**src/rtl/sahp_defines.svh**
```systemverilog
// sahp_defines.svh: timing and layout constants for the serial A/D host port.
// assumes clk_sys at 200 MHz; included by its bare name.
`ifndef SAHP_DEFINES_SVH
`define SAHP_DEFINES_SVH

`define SAHP_CLK_HZ 200000000
// device limits, in Hz
`define SAHP_SYSCLK_MAX_HZ 4000000
`define SAHP_IOCLK_MAX_HZ 2100000
// conversion length, in converter system clock cycles
`define SAHP_CONV_SYSCLKS 36
// half periods round up so neither clock ever runs above its limit
`define SAHP_SYS_HALF_CYC ((`SAHP_CLK_HZ + 2 * `SAHP_SYSCLK_MAX_HZ - 1) / (2 * `SAHP_SYSCLK_MAX_HZ))
`define SAHP_IO_HALF_CYC ((`SAHP_CLK_HZ + 2 * `SAHP_IOCLK_MAX_HZ - 1) / (2 * `SAHP_IOCLK_MAX_HZ))
`define SAHP_CONV_CYC (`SAHP_CONV_SYSCLKS * 2 * `SAHP_SYS_HALF_CYC)
// transfer layout
`define SAHP_BYTE_W 8
`define SAHP_CHAN_W 5
`define SAHP_CNT_W 11
`define SAHP_DIV_W 5
`define SAHP_LAST_BIT 3'h7

`endif

```
**src/rtl/sahp_pkg.sv**
```systemverilog
// sahp_pkg: types of the serial A/D host port.
// assumes nothing beyond a SystemVerilog compiler.
`default_nettype none

package sahp_pkg;
   typedef enum logic [2:0] {
      SAHP_IDLE,
      SAHP_SETUP,
      SAHP_HIGH,
      SAHP_TAIL,
      SAHP_CONV
   } sahp_state_t;
endpackage : sahp_pkg

`default_nettype wire

```
**src/rtl/sahp_clk_div.sv**
```systemverilog
// sahp_clk_div: free-running divider making the converter system clock.
// assumes clk_sys at 200 MHz and a synchronous active-high reset.
`include "sahp_defines.svh"
`default_nettype none

module sahp_clk_div (
   input wire logic clk_sys,
   input wire logic rst,
   input wire logic ce,
   output logic clk_out
);
   import sahp_pkg::*;

   logic [`SAHP_DIV_W-1:0] cnt_r;
   logic [`SAHP_DIV_W-1:0] cnt_nxt;
   logic clk_out_r;
   logic clk_out_nxt;

   always_comb begin
      cnt_nxt = cnt_r;
      clk_out_nxt = clk_out_r;
      if (cnt_r == `SAHP_DIV_W'(`SAHP_SYS_HALF_CYC - 1)) begin
         cnt_nxt = '0;
         clk_out_nxt = ~clk_out_r;
      end else begin
         cnt_nxt = cnt_r + `SAHP_DIV_W'(1);
      end
   end

   always_ff @(posedge clk_sys) begin
      if (rst) begin
         cnt_r <= '0;
         clk_out_r <= 1'b0;
      end else if (ce) begin
         cnt_r <= cnt_nxt;
         clk_out_r <= clk_out_nxt;
      end
   end

   assign clk_out = clk_out_r;
endmodule : sahp_clk_div

`default_nettype wire

```
**src/rtl/sahp_host.sv**
```systemverilog
// sahp_host: host controller driving an 8-bit serial multichannel A/D converter.
// assumes clk_sys at 200 MHz, synchronous active-high rst, data_out asynchronous.
//
// Behaviour
// - channel in top five bits, MSB first
// - address out and result in simultaneously
// - one address bit, one result bit per clock
// - result shifted left, first bit ends MSB
// - wait 36 system clocks before next transfer
// - chip select high after eighth fall, during conversion
// - system clock <=4 MHz, I/O clock <=2.1 MHz
// - write asserts select and loads shift register
// - start then gates I/O clock to converter
// - after eighth fall stop clock, drop select
// - previous result readable during conversion
// - chip select driven from a flip-flop
`include "sahp_defines.svh"
`default_nettype none

module sahp_host (
   input wire logic clk_sys,
   input wire logic rst,
   input wire logic ce,
   input wire logic start,
   input wire logic [`SAHP_BYTE_W-1:0] start_byte,
   output logic ready,
   output logic [`SAHP_BYTE_W-1:0] result,
   output logic result_valid,
   output logic cs_n,
   output logic io_clk,
   output logic addr_in,
   input wire logic data_out,
   output logic adc_sys_clk
);
   import sahp_pkg::*;

   function automatic logic sahp_hit(input logic [`SAHP_CNT_W-1:0] c, input int lim);
      sahp_hit = (c == `SAHP_CNT_W'(lim - 1));
   endfunction : sahp_hit

   function automatic logic [`SAHP_CNT_W-1:0] sahp_inc(input logic [`SAHP_CNT_W-1:0] c);
      sahp_inc = c + `SAHP_CNT_W'(1);
   endfunction : sahp_inc

   // one left shift step, new bit enters at the bottom
   function automatic logic [`SAHP_BYTE_W-1:0] sahp_shl(input logic [`SAHP_BYTE_W-1:0] v, input logic b);
      sahp_shl = {v[`SAHP_BYTE_W-2:0], b};
   endfunction : sahp_shl

   // data_out synchroniser: first stage feeds only the second
   logic din_meta_r;
   logic din_r;

   always_ff @(posedge clk_sys) begin
      if (rst) begin
         din_meta_r <= 1'b0;
         din_r <= 1'b0;
      end else if (ce) begin
         din_meta_r <= data_out;
         din_r <= din_meta_r;
      end
   end

   // converter system clock, free running and unrelated to io_clk
   sahp_clk_div u_sysclk (
      .clk_sys(clk_sys),
      .rst(rst),
      .ce(ce),
      .clk_out(adc_sys_clk)
   );

   sahp_state_t st_r;
   sahp_state_t st_nxt;
   logic [`SAHP_CNT_W-1:0] cnt_r;
   logic [`SAHP_CNT_W-1:0] cnt_nxt;
   logic [2:0] bit_r;
   logic [2:0] bit_nxt;
   logic [`SAHP_BYTE_W-1:0] addr_sh_r;
   logic [`SAHP_BYTE_W-1:0] addr_sh_nxt;
   logic [`SAHP_BYTE_W-1:0] res_sh_r;
   logic [`SAHP_BYTE_W-1:0] res_sh_nxt;
   logic [`SAHP_BYTE_W-1:0] result_r;
   logic [`SAHP_BYTE_W-1:0] result_nxt;
   logic valid_r;
   logic valid_nxt;
   logic ready_r;
   logic ready_nxt;
   logic cs_n_r;
   logic cs_n_nxt;
   logic io_clk_r;
   logic io_clk_nxt;
   logic addr_in_r;
   logic addr_in_nxt;

   always_comb begin
      st_nxt = st_r;
      cnt_nxt = cnt_r;
      bit_nxt = bit_r;
      addr_sh_nxt = addr_sh_r;
      res_sh_nxt = res_sh_r;
      result_nxt = result_r;
      valid_nxt = 1'b0;
      ready_nxt = ready_r;
      cs_n_nxt = cs_n_r;
      io_clk_nxt = io_clk_r;
      addr_in_nxt = addr_in_r;
      case (st_r)
         SAHP_IDLE: begin
            if (start) begin
               // channel sits in the top five bits and leaves MSB first
               addr_sh_nxt = start_byte;
               addr_in_nxt = start_byte[`SAHP_BYTE_W-1];
               cs_n_nxt = 1'b0;
               bit_nxt = 3'h0;
               cnt_nxt = '0;
               ready_nxt = 1'b0;
               st_nxt = SAHP_SETUP;
            end
         end
         SAHP_SETUP: begin
            // low half: address bit settles, result bit is sampled before the rise
            if (sahp_hit(cnt_r, `SAHP_IO_HALF_CYC)) begin
               cnt_nxt = '0;
               io_clk_nxt = 1'b1;
               res_sh_nxt = sahp_shl(res_sh_r, din_r);
               st_nxt = SAHP_HIGH;
            end else begin
               cnt_nxt = sahp_inc(cnt_r);
            end
         end
         SAHP_HIGH: begin
            if (sahp_hit(cnt_r, `SAHP_IO_HALF_CYC)) begin
               cnt_nxt = '0;
               io_clk_nxt = 1'b0;
               // next address bit changes on the same clk_sys edge as the fall, keeping hold on the rise
               addr_sh_nxt = sahp_shl(addr_sh_r, 1'b0);
               addr_in_nxt = addr_sh_r[`SAHP_BYTE_W-2];
               if (bit_r == `SAHP_LAST_BIT) begin
                  result_nxt = res_sh_r;
                  valid_nxt = 1'b1;
                  st_nxt = SAHP_TAIL;
               end else begin
                  bit_nxt = bit_r + 3'h1;
                  st_nxt = SAHP_SETUP;
               end
            end else begin
               cnt_nxt = sahp_inc(cnt_r);
            end
         end
         SAHP_TAIL: begin
            // select rises a half period after the eighth fall, never on it
            if (sahp_hit(cnt_r, `SAHP_IO_HALF_CYC)) begin
               cnt_nxt = '0;
               cs_n_nxt = 1'b1;
               st_nxt = SAHP_CONV;
            end else begin
               cnt_nxt = sahp_inc(cnt_r);
            end
         end
         SAHP_CONV: begin
            // counted from select rise, so the converter always gets its full 36 clocks
            if (sahp_hit(cnt_r, `SAHP_CONV_CYC)) begin
               cnt_nxt = '0;
               ready_nxt = 1'b1;
               st_nxt = SAHP_IDLE;
            end else begin
               cnt_nxt = sahp_inc(cnt_r);
            end
         end
         default: begin
            st_nxt = SAHP_IDLE;
            cnt_nxt = '0;
            ready_nxt = 1'b1;
            cs_n_nxt = 1'b1;
            io_clk_nxt = 1'b0;
         end
      endcase
   end

   always_ff @(posedge clk_sys) begin
      if (rst) begin
         st_r <= SAHP_IDLE;
         cnt_r <= '0;
         bit_r <= 3'h0;
         addr_sh_r <= '0;
         res_sh_r <= '0;
         result_r <= '0;
         valid_r <= 1'b0;
         ready_r <= 1'b1;
         cs_n_r <= 1'b1;
         io_clk_r <= 1'b0;
         addr_in_r <= 1'b0;
      end else if (ce) begin
         st_r <= st_nxt;
         cnt_r <= cnt_nxt;
         bit_r <= bit_nxt;
         addr_sh_r <= addr_sh_nxt;
         res_sh_r <= res_sh_nxt;
         result_r <= result_nxt;
         valid_r <= valid_nxt;
         ready_r <= ready_nxt;
         cs_n_r <= cs_n_nxt;
         io_clk_r <= io_clk_nxt;
         addr_in_r <= addr_in_nxt;
      end
   end

   assign ready = ready_r;
   assign result = result_r;
   assign result_valid = valid_r;
   assign cs_n = cs_n_r;
   assign io_clk = io_clk_r;
   assign addr_in = addr_in_r;
endmodule : sahp_host

`default_nettype wire

```
**config.mk**
```make
export PLATFORM = sky130hd
export DESIGN_NAME = sahp_host
export DESIGN_NICKNAME = d
export VERILOG_FILES = /design/src/rtl/sahp_pkg.sv /design/src/rtl/sahp_clk_div.sv /design/src/rtl/sahp_host.sv
export VERILOG_INCLUDE_DIRS = /design/src /design/src/rtl
export SDC_FILE = /design/constraint.sdc
export NUM_CORES = 1
export LEC_CHECK = 0
export ABC_AREA = 1
export BUFFER_PORTS_ARGS = -buffer_cell sky130_fd_sc_hd__buf_2
export CORE_MARGIN = 2
export CORE_UTILIZATION = 32
export DETAILED_ROUTE_END_ITERATION = 16
export HOLD_SLACK_MARGIN = 0.1
export RECOVER_POWER = 50
export SYNTH_ARGS = -nofsm -noshare
export SYNTH_HDL_FRONTEND = slang
export SYNTH_SLANG_ARGS = --single-unit
```
**constraint.sdc**
```tcl
create_clock -name clk_sys -period 1.7 [get_ports clk_sys]
set_clock_uncertainty 0.05 [all_clocks]
set_input_delay 0.085 -clock clk_sys [delete_from_list [all_inputs] [get_ports clk_sys]]
set_output_delay 0.085 -clock clk_sys [all_outputs]
set_load 0.02 [all_outputs]
```
==> impl_metrics.csv <==
group,metric,value,unit
outcome,status,"finished clean",
worst_setup_path,cp_max_fo,6,
cts,path_clk_slew,0.11,ns
cts,cts_root_buf,"clkbuf_8",
sta,tns,0,ns
routing,drt-pass1-iter-count,5,
routing,wl_per_cell,10.9,um
cells_and_area,diodes,0,
yosys,synth_area,0.00253,mm2
routing,postRouteAntennaNets,0,
place,portBuffers,26,
floorplan,initial_core_util,0.329,
cts,clock_sinks,53,
yosys,synthDistinctLibCells,26,
yosys,yosys_warnings,0,
yosys,syn_nets,387,
global_route,grt_overflow,0,
yosys,avgSynthCellArea,6.85,um2
sta,worst_hold_slack,0.0973,ns
cells_and_area,areaGrowthSynthToFinish,22.3,%
floorplan,io_pins,27,
sta,setup_ws,0.0644,ns
cells_and_area,n_fill_cell,825,
worst_setup_path,startpoint,"cnt_r[1]$_SDFFE_PP0P_",
worst_setup_path,critPathLaunchType,"register",
job,cap_violations,0,
yosys,ys_ff_latch,53,
floorplan,die_area,0.00862,mm2
pwr,leakagePower,1.40,nW
routing,drc,0,
pwr,p_per_area,981,mW/mm2
place,place.gp.congestion,0.830,
cts,insertion_delay,0.31,ns
sta,fin_crit_sh,0.962,
routing,drt_iter0_drc,102,
worst_setup_path,worstReg2RegStart,"cnt_r[1]$_SDFFE_PP0P_",
place,dp_hpwl,4100,um
yosys,postSynthCellCount,369,
global_route,antenna_found_initial,0,
cts,cts_max_level,2,
sta,fin_crit,1.64,ns
worst_setup_path,crit_arrival,1.84,ns
cells_and_area,mostFrequentLayoutCells,"nand2_1, nor2_1, dfxtp_1",
sta,setup_viol_count_final,0,
sta,hold_viol_final,0,
sta,worst_pin_slew,0.314,ns
routing,drt-total-wl,5680,um
worst_setup_path,cp.required,1.91,ns
sta,slew_violations,0,
place,pre_cts_ws,0.0477,ns
global_route,gr-usage-all-layers,0.135,
pwr,peakVddDrop,332,uV
routing,vias,2386,
cts,clockBufferDepth,2,
cells_and_area,mostFrequentLayoutCell,"nand2_1",
global_route,grt_pass1_vias,2113,
cells_and_area,layout.nets,436,
cells_and_area,drive_above_1_share,0.169,
yosys,ys_seq_area_frac,0.420,
min_path,hp-class,"primary input to register",
cts,cts-buffers-inserted,5,
floorplan,die_w,92.9,um
global_route,grt_pass1_wl,9490,um
worst_setup_path,endpoint_kind,"register",
min_path,holdCritStartpoint,"rst",
pwr,power.total,3.03,mW
worst_setup_path,critical_path_class,"register to register",
sta,max_freq,611,MHz
cts,cts_tree,"built",
global_route,grt_max_degree,24,
cells_and_area,utilization,0.402,
floorplan,rows,32,
floorplan,coreArea,0.00769,mm2
sta,relSlewSlack,0.790,
sta,rsz0062_at_grt,"yes",
worst_setup_path,ff2ff_setup_slack,0.06,ns
routing,vias_per_cell,4.58,
floorplan,die_h,92.9,um
==> cell type report <==
| type | count | area [um2] | share of cell area |
|---|---|---|---|
| Clock buffer | 5 | 68.8 | 0.0223 |
| Sequential cell | 53 | 1070 | 0.346 |
| Clock inverter | 3 | 33.8 | 0.0109 |
| Tap cell | 102 | 128 | 0.0413 |
| Inverter | 34 | 135 | 0.0437 |
| Timing Repair Buffer | 50 | 313 | 0.101 |
| Multi-Input combinational cell | 274 | 1340 | 0.434 |
==> flip-flops by register name (all words and copies together) (netlist names) <==
signal,count
bit_r,3
ready,1
io_clk,1
din_meta_r,1
res_sh_r,8
u_sysclk.clk_out,1
u_sysclk.cnt_r,5
result,8
addr_in,1
cs_n,1
cnt_r,11
st_r,3
addr_sh_r,7
result_valid,1
din_r,1
==> critical path, cell delays in order (launching register included) <==
cell and delay (ns):
dfxtp_4 0.38, ha_4 0.15, nand2_4 0.05, nor2_4 0.13, nand3_4 0.14, nor3_4 0.34, buf_6 0.16, o21ai_0 0.07
nor2_1 0.11
==> report_power, final <==
part / internal [mW] / switching, mW / total (mW)
clock network: 0.308 / 0.449 / 0.757
logic: 0.286 / 0.550 / 0.836
registers: 1.35 / 0.0892 / 1.44
total: 1.94 / 1.09 / 3.03
==> routing by layer <==
metal,part of all wire,global-route usage,wire [um]
met5,0,0,0
met4,0.011,0.0417,65
met3,0.026,0.0252,149
met2,0.49,0.238,2790
met1,0.47,0.165,2670
==> kinds of logic after synthesis <==
family                     share of synthesized area
and+or+nand+nor                                0.381
DFF                                            0.420
AOI/OAI and AO/OA                             0.0946
buffers and inverters                         0.0658
adders and majority gates                     0.0248
xor gates and xnor gates                      0.0139
==> metrics by stage <==
step,cells,area [um2]
4_1_cts,517,3020
6_report,521,3090
2_1_floorplan,369,2530
3_5_place_dp,501,2840
5_1_grt,521,3090
3_3_place_gp,501,2840
==> timing repair <==
item	4_1_cts	5_1_grt
endpoints found under the hold margin	8	0
setup endpoints to repair	0	29
gates resized for setup	0	21
setup buffers	0	4
hold buffers	8	0
==> synthesized netlist by cell type <==
| cell type | number | share of area |
|---|---|---|
| nand2_1 | 95 | 0.14 |
| nor3_2 | 2 | 0.0079 |
| clkinv_4 | 1 | 0.0035 |
| nor3_4 | 2 | 0.013 |
| o211ai_1 | 1 | 0.0030 |
| ha_1 | 5 | 0.025 |
| buf_2 | 3 | 0.0059 |
| a21oi_1 | 20 | 0.040 |
| a21oi_2 | 1 | 0.0035 |
| nand3_2 | 2 | 0.0079 |
| o21ai_0 | 14 | 0.028 |
| o21a_1 | 1 | 0.0030 |
| nor2_4 | 2 | 0.0089 |
| clkbuf_1 | 5 | 0.0074 |
| inv_1 | 24 | 0.036 |
| nor2_2 | 1 | 0.0025 |
| nor3_1 | 5 | 0.0099 |
| inv_2 | 9 | 0.013 |
| nand3_1 | 25 | 0.050 |
| dfxtp_1 | 53 | 0.42 |
| nor2_1 | 75 | 0.11 |
| xor2_1 | 4 | 0.014 |
| nand2_2 | 5 | 0.012 |
| nand4_1 | 4 | 0.0099 |
| o21ai_1 | 9 | 0.018 |
| nand3_4 | 1 | 0.0069 |
==> worst paths after layout <==
| kind | cells past startpoint | endpoint |
|---|---|---|
| min reg2reg | 2 | addr_sh_r[2]$_SDFFE_PP0P_ |
| min | 3 | result_valid$_SDFFE_PP0P_ |
| max reg2reg | 8 | res_sh_r[2]$_SDFFE_PP0P_ |
| max | 8 | res_sh_r[2]$_SDFFE_PP0P_ |
Note: power is estimated with default switching activity, not from simulation.
